==> src/hw/ring_adapter_defines.vh <==
`ifndef RING_ADAPTER_DEFINES_VH
`define RING_ADAPTER_DEFINES_VH

// ----------------------------------------
// Command opcodes (8-bit)
// ----------------------------------------
`define OP_SET_CTRL      8'h01
`define OP_GET_CTRL      8'h02
`define OP_SET_CHIPCTL   8'h03
`define OP_GET_CHIPCTL   8'h04
`define OP_WR_BUF        8'h05
`define OP_RD_BUF        8'h06
`define OP_WR_XBUF       8'h07
`define OP_RD_XBUF       8'h08
`define OP_WR_IRBR       8'h09
`define OP_RD_IRBR       8'h0A
`define OP_LD_LID        8'h0B
`define OP_RD_LID        8'h0C
`define OP_WR_DIAG       8'h0D
`define OP_RD_DIAG       8'h0E
`define OP_PRESET        8'h0F
`define OP_GET_L1        8'h10
`define OP_GET_MAINT     8'h11
`define OP_RD_STEAL      8'h12
`define OP_GET_L2        8'h14
`define OP_MMIO_WR       8'h20
`define OP_MMIO_RD       8'h30
// ----------------------------------------
// Opcode field layout
// ----------------------------------------
`define OP_L2_MASK       8'hFC
`define OP_MMIO_MASK     8'hF0
`define OP_CHIP_HI       3
`define OP_CHIP_LO       2
`define OP_REG_HI        1
`define OP_REG_LO        0
// ----------------------------------------
// Diagnostic register bits
// ----------------------------------------
`define DG_START         0
`define DG_WRAP          1
`define DG_PIODMA        2
`define DG_ADR_B0        3
`define DG_ADR_B1        4
`define DG_DAT_B0        5
`define DG_DAT_B1        6
`define DG_INT_B0        7
`define DG_INT_B1        8
// ----------------------------------------
// First-level status bits
// ----------------------------------------
`define L1_INVALID       0
`define L1_IOCHECK       1
`define L1_RDPAR         2
`define L1_WRPAR         3
// ----------------------------------------
// Reset values and misc
// ----------------------------------------
`define ZERO16           16'h0000
`define ZERO2            2'h0
`define ZERO4            4'h0
`define CTRL_RST_BIT     1
`define STEAL_DEFAULT    16'h0000
`define MMIO_LAT         2'h2

`endif

==> src/hw/chip_reg_file.v <==
`timescale 1ns/1ps
`include "ring_adapter_defines.vh"

// Small memory: four ring chips by four chip registers, registered read
module chip_reg_file
#(
	parameter W = 16
)
(
	// Clock and reset
	input  wire         i_clk,
	input  wire         i_rst,
	// Write port
	input  wire         i_we,
	input  wire [3:0]   i_waddr,
	input  wire [W-1:0] i_wdata,
	// Read port
	input  wire [3:0]   i_raddr,
	output reg  [W-1:0] o_rdata
);
	reg [W-1:0] mem_q [0:15];
	integer k;

	always @(posedge i_clk)
	begin
		if (i_rst)
		begin
			for (k = 0; k < 16; k = k + 1)
				mem_q[k] <= {W{1'b0}};
			o_rdata <= {W{1'b0}};
		end
		else
		begin
			if (i_we)
				mem_q[i_waddr] <= i_wdata;
			o_rdata <= mem_q[i_raddr];
		end
	end
endmodule // chip_reg_file

==> src/hw/mmio_wrap_sim.v <==
`timescale 1ns/1ps
`include "ring_adapter_defines.vh"

// Simulated ring chip answer in wrap mode: fixed latency, no timeout
module mmio_wrap_sim
(
	// Clock and reset
	input  wire       i_clk,
	input  wire       i_rst,
	// Request
	input  wire       i_start,
	// Completion
	output reg        o_done
);
	reg [1:0] cnt_q;
	reg       busy_q;

	always @(posedge i_clk)
	begin
		if (i_rst)
		begin
			cnt_q  <= `ZERO2;
			busy_q <= 1'b0;
			o_done <= 1'b0;
		end
		else
		begin
			o_done <= 1'b0;
			if (i_start && !busy_q)
			begin
				busy_q <= 1'b1;
				cnt_q  <= `MMIO_LAT;
			end
			else if (busy_q)
			begin
				if (cnt_q == `ZERO2)
				begin
					busy_q <= 1'b0;
					o_done <= 1'b1;
				end
				else
					cnt_q <= cnt_q - 2'h1;
			end
		end
	end
endmodule // mmio_wrap_sim

==> src/hw/ring_adapter_pio_register_diag.v <==
`timescale 1ns/1ps
`include "ring_adapter_defines.vh"

module ring_adapter_pio_register_diag
#(
	parameter W = 16
)
(
	// Clock and reset
	input  wire         i_clk,
	input  wire         i_rst,
	// Channel command
	input  wire         i_cmd_valid,
	input  wire [7:0]   i_cmd_op,
	input  wire [1:0]   i_cmd_op_par,
	input  wire [W-1:0] i_cmd_wdata,
	input  wire [1:0]   i_cmd_wpar,
	// Steal control word sent on central-unit address error
	input  wire         i_steal_cap,
	input  wire [W-1:0] i_steal_word,
	// Channel answer
	output reg          o_ack,
	output reg  [W-1:0] o_rdata,
	output reg  [1:0]   o_rpar,
	// Block state
	output reg  [1:0]   o_ctrl,
	output reg  [W-1:0] o_chip_ctrl,
	output reg          o_irq_launch,
	output reg          o_dma_launch
);
	// ----------------------------------------
	// State
	// ----------------------------------------
	localparam S_IDLE = 2'b01;
	localparam S_MMIO = 2'b10;

	reg [1:0]   state_q;
	reg [1:0]   ctrl_q;
	reg         rst_latch_q;
	reg [W-1:0] chipctl_q;
	reg [W-1:0] buf_q;
	reg [1:0]   buf_pbad_q;
	reg [W-1:0] xbuf_q;
	reg [1:0]   xbuf_pbad_q;
	reg [W-1:0] irbr_q;
	reg [W-1:0] lid_q;
	reg [1:0]   lid_pbad_q;
	reg [W-1:0] diag_q;
	reg [3:0]   l1_q;
	reg [W-1:0] maint_q;
	reg [W-1:0] steal_q;
	reg [3:0]   mm_addr_q;
	reg         mm_rd_q;
	reg [W-1:0] l2_q [0:3];

	wire [W-1:0] mem_rdata;
	wire         mm_done;
	wire         mm_go = (state_q == S_MMIO);

	// Parity per byte, odd
	wire        par_ok_a = (^{i_cmd_op, i_cmd_op_par[0]}) && (i_cmd_op_par[0] == i_cmd_op_par[1]);
	wire        par_ok_d0 = ^{i_cmd_wdata[7:0], i_cmd_wpar[0]};
	wire        par_ok_d1 = ^{i_cmd_wdata[15:8], i_cmd_wpar[1]};
	wire        start  = diag_q[`DG_START];
	wire        wrap   = diag_q[`DG_WRAP];
	wire [1:0]  f_adr  = start ? {diag_q[`DG_ADR_B1], diag_q[`DG_ADR_B0]} : `ZERO2;
	wire [1:0]  f_dat  = start ? {diag_q[`DG_DAT_B1], diag_q[`DG_DAT_B0]} : `ZERO2;
	wire [1:0]  f_int  = start ? {diag_q[`DG_INT_B1], diag_q[`DG_INT_B0]} : `ZERO2;
	wire        is_mm  = ((i_cmd_op & `OP_MMIO_MASK) == `OP_MMIO_WR) ||
	                     ((i_cmd_op & `OP_MMIO_MASK) == `OP_MMIO_RD);
	wire        is_l2  = ((i_cmd_op & `OP_L2_MASK) == `OP_GET_L2);
	wire [3:0]  chipreg = {i_cmd_op[`OP_CHIP_HI:`OP_CHIP_LO],
	                       i_cmd_op[`OP_REG_HI:`OP_REG_LO]};

	reg         valid_op;
	reg         is_write;
	reg [W-1:0] rd_val;
	reg [1:0]   rd_pbad;

	// ----------------------------------------
	// Opcode decode and read mux
	// ----------------------------------------
	always @*
	begin
		valid_op = 1'b1;
		is_write = 1'b0;
		rd_val   = `ZERO16;
		rd_pbad  = `ZERO2;
		case (i_cmd_op)
			`OP_SET_CTRL:    is_write = 1'b1;
			`OP_GET_CTRL:    rd_val = {{(W-3){1'b0}}, rst_latch_q, ctrl_q};
			`OP_SET_CHIPCTL: is_write = 1'b1;
			`OP_GET_CHIPCTL: rd_val = chipctl_q;
			`OP_WR_BUF:      is_write = 1'b1;
			`OP_RD_BUF:
			begin
				rd_val  = buf_q;
				rd_pbad = buf_pbad_q;
			end
			`OP_WR_XBUF:     is_write = 1'b1;
			`OP_RD_XBUF:
			begin
				rd_val  = xbuf_q;
				rd_pbad = xbuf_pbad_q;
			end
			`OP_WR_IRBR:     is_write = 1'b1;
			`OP_RD_IRBR:     rd_val = irbr_q;
			`OP_LD_LID:      is_write = 1'b1;
			`OP_RD_LID:
			begin
				rd_val  = lid_q;
				rd_pbad = lid_pbad_q;
			end
			`OP_WR_DIAG:     is_write = 1'b1;
			`OP_RD_DIAG:     rd_val = diag_q;
			`OP_PRESET:      is_write = 1'b1;
			`OP_GET_L1:      rd_val = {{(W-4){1'b0}}, l1_q};
			`OP_GET_MAINT:   rd_val = maint_q;
			`OP_RD_STEAL:    rd_val = steal_q;
			default:
			begin
				if (is_l2)
					rd_val = l2_q[i_cmd_op[1:0]];
				else if (is_mm)
					is_write = ((i_cmd_op & `OP_MMIO_MASK) == `OP_MMIO_WR);
				else
					valid_op = 1'b0;
			end
		endcase
	end

	// ----------------------------------------
	// Command execution
	// ----------------------------------------
	integer j;
	always @(posedge i_clk)
	begin
		if (i_rst)
		begin
			state_q     <= S_IDLE;
			ctrl_q      <= `ZERO2;
			rst_latch_q <= 1'b0;
			chipctl_q   <= `ZERO16;
			buf_q       <= `ZERO16;
			buf_pbad_q  <= `ZERO2;
			xbuf_q      <= `ZERO16;
			xbuf_pbad_q <= `ZERO2;
			irbr_q      <= `ZERO16;
			lid_q       <= `ZERO16;
			lid_pbad_q  <= `ZERO2;
			diag_q      <= `ZERO16;
			l1_q        <= `ZERO4;
			maint_q     <= `ZERO16;
			steal_q     <= `STEAL_DEFAULT;
			mm_addr_q   <= `ZERO4;
			mm_rd_q     <= 1'b0;
			for (j = 0; j < 4; j = j + 1)
				l2_q[j] <= `ZERO16;
			o_ack        <= 1'b0;
			o_rdata      <= `ZERO16;
			o_rpar       <= `ZERO2;
			o_ctrl       <= `ZERO2;
			o_chip_ctrl  <= `ZERO16;
			o_irq_launch <= 1'b0;
			o_dma_launch <= 1'b0;
		end
		else
		begin
			o_ack        <= 1'b0;
			o_irq_launch <= 1'b0;
			o_dma_launch <= 1'b0;
			o_ctrl       <= ctrl_q;
			o_chip_ctrl  <= chipctl_q;
			if (i_steal_cap)
				steal_q <= i_steal_word;
			// Outside wrap, irq/busreq bits launch directly
			if (!wrap && irbr_q != `ZERO16)
			begin
				o_irq_launch <= |irbr_q[7:0];
				o_dma_launch <= |irbr_q[15:8];
			end
			case (state_q)
				S_IDLE:
				begin
					if (i_cmd_valid)
					begin
						if (!par_ok_a || f_adr != `ZERO2)
						begin
							// Silent: channel times out
							l1_q[`L1_IOCHECK] <= 1'b1;
							if (f_adr != `ZERO2)
								diag_q[`DG_START] <= 1'b0;
						end
						else if (!valid_op)
							l1_q[`L1_INVALID] <= 1'b1;
						else if (is_write && f_dat != `ZERO2)
						begin
							// Drop the write, no answer
							l1_q[`L1_WRPAR]   <= 1'b1;
							diag_q[`DG_START] <= 1'b0;
						end
						else if (is_write && !(par_ok_d0 && par_ok_d1))
							l1_q[`L1_WRPAR] <= 1'b1;
						else
						begin
							o_ack   <= !is_mm;
							o_rdata <= rd_val;
							// Stored bad parity flips the returned bit
							o_rpar  <= {~^rd_val[15:8], ~^rd_val[7:0]} ^ rd_pbad;
							if (!is_write)
							begin
								if (f_dat != `ZERO2)
								begin
									o_rpar <= {~^rd_val[15:8], ~^rd_val[7:0]} ^ f_dat;
									l1_q[`L1_RDPAR]   <= 1'b1;
									diag_q[`DG_START] <= 1'b0;
								end
								else if (rd_pbad != `ZERO2)
									l1_q[`L1_RDPAR] <= 1'b1;
								if (i_cmd_op == `OP_GET_CTRL)
									rst_latch_q <= 1'b0;
								if (i_cmd_op == `OP_GET_L1)
									l1_q <= `ZERO4;
								if (is_l2)
									l2_q[i_cmd_op[1:0]] <= `ZERO16;
							end
							case (i_cmd_op)
								`OP_SET_CTRL:    ctrl_q <= i_cmd_wdata[1:0];
								`OP_SET_CHIPCTL: chipctl_q <= i_cmd_wdata;
								`OP_WR_BUF:
								begin
									buf_q      <= i_cmd_wdata;
									buf_pbad_q <= f_int;
								end
								`OP_WR_XBUF:
								begin
									xbuf_q      <= i_cmd_wdata;
									xbuf_pbad_q <= f_int;
								end
								`OP_WR_IRBR:     irbr_q <= i_cmd_wdata;
								`OP_LD_LID:
								begin
									lid_q      <= i_cmd_wdata;
									lid_pbad_q <= f_int;
								end
								`OP_WR_DIAG:     diag_q <= i_cmd_wdata;
								`OP_PRESET:
								begin
									diag_q      <= `ZERO16;
									irbr_q      <= `ZERO16;
									buf_q       <= `ZERO16;
									buf_pbad_q  <= `ZERO2;
									xbuf_q      <= `ZERO16;
									xbuf_pbad_q <= `ZERO2;
									lid_q       <= `ZERO16;
									lid_pbad_q  <= `ZERO2;
									maint_q     <= `ZERO16;
									for (j = 0; j < 4; j = j + 1)
										l2_q[j] <= `ZERO16;
									rst_latch_q <= 1'b1;
								end
								default:
								begin
									if (is_mm)
									begin
										mm_addr_q <= chipreg;
										mm_rd_q   <= !is_write;
										if (is_write)
											buf_q <= i_cmd_wdata;
										state_q <= S_MMIO;
									end
								end
							endcase
							if (f_int != `ZERO2 && (i_cmd_op == `OP_WR_BUF ||
							    i_cmd_op == `OP_WR_XBUF || i_cmd_op == `OP_LD_LID))
								diag_q[`DG_START] <= 1'b0;
						end
					end
					// Wrap mode: stored irq/busreq bits act only on start
					if (wrap && start && irbr_q != `ZERO16 && !i_cmd_valid)
					begin
						o_irq_launch      <= |irbr_q[7:0];
						o_dma_launch      <= |irbr_q[15:8];
						diag_q[`DG_START] <= 1'b0;
					end
				end
				S_MMIO:
				begin
					if (mm_done)
					begin
						o_ack   <= 1'b1;
						// Wrap read data comes from the buffer
						o_rdata <= wrap ? buf_q : mem_rdata;
						o_rpar  <= wrap ? {~^buf_q[15:8], ~^buf_q[7:0]}
						                : {~^mem_rdata[15:8], ~^mem_rdata[7:0]};
						state_q <= S_IDLE;
					end
				end
				default: state_q <= S_IDLE;
			endcase
		end
	end

	// ----------------------------------------
	// Chip register store and wrap timing
	// ----------------------------------------
	chip_reg_file #(.W(W)) u_regs
	(
		.i_clk   (i_clk),
		.i_rst   (i_rst),
		.i_we    (mm_go && !mm_rd_q && mm_done),
		.i_waddr (mm_addr_q),
		.i_wdata (buf_q),
		.i_raddr (mm_addr_q),
		.o_rdata (mem_rdata)
	);

	mmio_wrap_sim u_wrap
	(
		.i_clk   (i_clk),
		.i_rst   (i_rst),
		// No restart on the completion cycle, else a stale done hits the next access
		.i_start (mm_go && !mm_done),
		.o_done  (mm_done)
	);
endmodule // ring_adapter_pio_register_diag

==> config.mk <==
export PLATFORM = sky130hd
export DESIGN_NAME = ring_adapter_pio_register_diag
export DESIGN_NICKNAME = d
export VERILOG_FILES = /design/src/hw/chip_reg_file.v /design/src/hw/mmio_wrap_sim.v /design/src/hw/ring_adapter_pio_register_diag.v
export VERILOG_INCLUDE_DIRS = /design/src /design/src/hw
export SDC_FILE = /design/constraint.sdc
export NUM_CORES = 1
export LEC_CHECK = 0
export ABC_CLOCK_PERIOD_IN_PS = 2900
export CORE_MARGIN = 10
export CORE_UTILIZATION = 58
export CTS_CLUSTER_DIAMETER = 30
export DETAILED_ROUTE_END_ITERATION = 7
export DONT_BUFFER_PORTS = 1
export GPL_ROUTABILITY_DRIVEN = 0
export PLACE_DENSITY = 0.73
export SLEW_MARGIN = 40
export SYNTH_ARGS = -nofsm -noshare
export SYNTH_HDL_FRONTEND = slang
export SYNTH_SLANG_ARGS = --single-unit
==> constraint.sdc <==
create_clock -name i_clk -period 2.9 [get_ports i_clk]
set_input_delay 0.725 -clock i_clk [delete_from_list [all_inputs] [get_ports i_clk]]
set_output_delay 0.725 -clock i_clk [all_outputs]
set_load 0.02 [all_outputs]
==> results.sh <==
export IMPL_synthArstFlopShare_pct=0
export IMPL_clockBufferDepth=3
export IMPL_syn_inst=1722
export IMPL_vias_per_cell=6.09
export IMPL_synthesis_nets=1772
export IMPL_muxShareOfSynthArea_pct=16.2
export IMPL_root_buffer="clkbuf_16"
export IMPL_fin_crit_sh_pct=91.2
export IMPL_ctsHoldBuffers=0
export IMPL_min_path_type="in2reg"
export IMPL_antenna_found_initial=1
export IMPL_fin_crit_ns=2.65
export IMPL_fmax_ghz=0.378
export IMPL_area_growth_pct=21.1
export IMPL_synth_compound_area_share_pct=4.99
export IMPL_ys_seq_area_share_pct=54.9
export IMPL_relSlewSlack_pct=51.3
export IMPL_num_vias=14400
export IMPL_grt_overflow=0
export IMPL_grt_usage_pct=26.0
export IMPL_maxSlewViolCount=0
export IMPL_arrival_ns=3.13
export IMPL_drc=0
export IMPL_synth_top_family_by_area="simple AND/OR/NAND/NOR gates"
export IMPL_ys_ff_latch=447
export IMPL_dieArea_mm2=0.0441
export IMPL_finalSetupViolations=0
export IMPL_grt_pass1_vias=14400
export IMPL_synth_simple_gate_area_share_pct=17.9
export IMPL_die_width_um=210
export IMPL_crit_required_ns=3.38
export IMPL_place_area_mm2=0.0223
export IMPL_diodes=0
export IMPL_cts_sinks=447
export IMPL_grt_max_degree=180
export IMPL_clock_skew_ns=0.0193
export IMPL_yosys_warnings=0
export IMPL_crit_path_end_kind="register"
export IMPL_power_w=0.0176
export IMPL_numCtsBuffers=91
export IMPL_num_rows=69
export IMPL_ctsHtreeMaxLevel=3
export IMPL_setup_tns_ns=0
export IMPL_post_route_util_pct=71.3
export IMPL_yosys_most_used_dff="edfxtp_1"
export IMPL_synth_distinct_cells=76
export IMPL_drtAntennaViolNets=0
export IMPL_drive_above_1_share_pct=22.4
export IMPL_initial_core_util_pct=58.9
export IMPL_cts_repair_resized=0
export IMPL_cts_setup_buffers=0
export IMPL_io_buffers=0
export IMPL_path_clk_slew_ns=0.05
export IMPL_crit_type="in2reg"
export IMPL_max_cap_viol_count=0
export IMPL_synth_edf_count=256
export IMPL_finalWirelength_mm=58.2
export IMPL_max_vdd_ir_drop_mv=0.845
export IMPL_worst_slew_pin_slew_ns=0.730
export IMPL_die_h_um=210
export IMPL_cts_tree="built"
export IMPL_hpwl_mm=38.5
export IMPL_grt_pass1_wl_mm=88.3
export IMPL_status="finished, final reports clean"
export IMPL_layout_nets=1879
export IMPL_synth_xor_area_share_pct=2.89
export IMPL_insertion_delay_ns=0.61
export IMPL_most_common_layout_cells="and2_1, edfxtp_1, dfxtp_1"
export IMPL_startpoint_type="primary input"
export IMPL_drt_first_pass_iters=7
export IMPL_stdcell_area_mm2=0.0254
export IMPL_core_mm2=0.0356
export IMPL_p_per_area_mw_per_mm2=695
export IMPL_leakage_nw=9.41
export IMPL_wire_per_inst_um=24.6
export IMPL_hold_viol=0
export IMPL_postSynthAreaPerCell_um2=12.2
export IMPL_io_pins=87
export IMPL_crit_fanout=18
export IMPL_synth_fa_ha_area_share_pct=0.119
export IMPL_syn_area_mm2=0.0210
export IMPL_rsz0062_at_grt="no"
export IMPL_dr_first_iter_drc_count=1428
export IMPL_layout_commonest_cell="and2_1"
==> synthesized netlist by cell type (all sizes together), types with 8 or more instances <==
library cell | n | share of area [%]
a211oi | 17 | 0.67
a21oi | 50 | 1.2
a22oi | 16 | 0.57
and2 | 296 | 8.8
buf | 31 | 0.94
clkbuf | 108 | 1.9
dfxtp | 191 | 18
edfxtp | 256 | 37
inv | 9 | 0.16
mux2 | 8 | 0.43
mux2i | 147 | 7.0
mux4 | 81 | 8.7
nand2 | 61 | 1.2
nand2b | 21 | 0.63
nand3 | 31 | 0.74
nor2 | 157 | 2.9
nor2b | 35 | 1.0
nor3 | 27 | 0.83
nor4 | 13 | 0.49
o21ai | 20 | 0.48
xnor2 | 49 | 2.0
xor2 | 9 | 0.41
==> worst max-delay path, stage by stage <==
cell and delay (ns):
xnor2_1 0.20, xnor3_1 0.38, xnor2_1 0.31, buf_4 0.19, a31oi_1 0.18, nor2b_1 0.15, buf_4 0.19, and4_1 0.27
buf_12 0.22, mux2i_1 0.23, nor2_1 0.06
==> where the power goes <==
| part | switching (W) | internal, W | leakage, nW |
|---|---|---|---|
| combinational | 0.000325 | 0.000275 | 3.76 |
| sequential | 0.0000652 | 0.00685 | 4.18 |
| clock | 0.00347 | 0.00664 | 1.47 |
| total | 0.00386 | 0.0138 | 9.41 |
==> kinds of logic (layout without fill, tap and decap cells) <==
kind of cell | after synthesis | after routing
AOI/OAI and AO/OA | 153 | 153
buffers and inverters | 148 | 330
xor gates and xnor gates | 62 | 62
and+or+nand+nor | 674 | 674
adders and majority gates | 2 | 2
DFF | 447 | 447
muxes | 236 | 236
==> metal layers <==
layer	wire, um	vias to the layer above	part of all wire [%]	global-route usage, %
met2	28900	667	50	43.3
met4	2610	0	4.5	13.1
met5	0	-	0	0
met1	22400	7160	39	32.2
met3	4210	147	7.2	4.61
li1	-	6420	-	-
==> sequential cells by signal, indices dropped and copies added (netlist names), 2 cells and up <==
register / count
state_q: 2
diag_q: 16
o_chip_ctrl: 16
buf_pbad_q: 2
lid_pbad_q: 2
l1_q: 4
u_regs.mem_q: 256
buf_q: 16
u_regs.o_rdata: 16
chipctl_q: 16
lid_q: 16
o_ctrl: 2
irbr_q: 16
xbuf_pbad_q: 2
xbuf_q: 16
ctrl_q: 2
o_rdata: 16
o_rpar: 2
mm_addr_q: 4
u_wrap.cnt_q: 2
steal_q: 16
==> worst paths after layout <==
path                       start          end  slack (ns)  depth (start not counted)
setup reg to reg       diag_q[4]   irbr_q[13]        0.29                         10
hold reg to reg       diag_q[10]   diag_q[10]        0.47                          2
setup / recovery  i_cmd_wdata[7]    lid_q[15]        0.25                         11
hold / removal             i_rst  o_rdata[15]        0.22                          1
==> metrics by stage <==
step / setup WS, ns / hold WS (ns) / instances
2_1_floorplan: -0.147 / 0.428 / 1722
3_3_place_gp: -0.205 / 0.441 / 2197
3_5_place_dp: -0.297 / 0.461 / 2197
4_1_cts: 0.277 / 0.185 / 2365
5_1_grt: 0.137 / 0.199 / 2365
6_report: 0.254 / 0.217 / 2365
==> layout make-up <==
class                   count  area (um^2)
flip-flops and latches    447        11500
fillers                  2365        10200
multi-input cells        1127         8860
clock buffers             110         2470
repair buffers            153         1360
well taps                 461          577
clock inverters            58          556
inverters                   9         33.8
No activity file was read; power rests on OpenSTA's default activity.
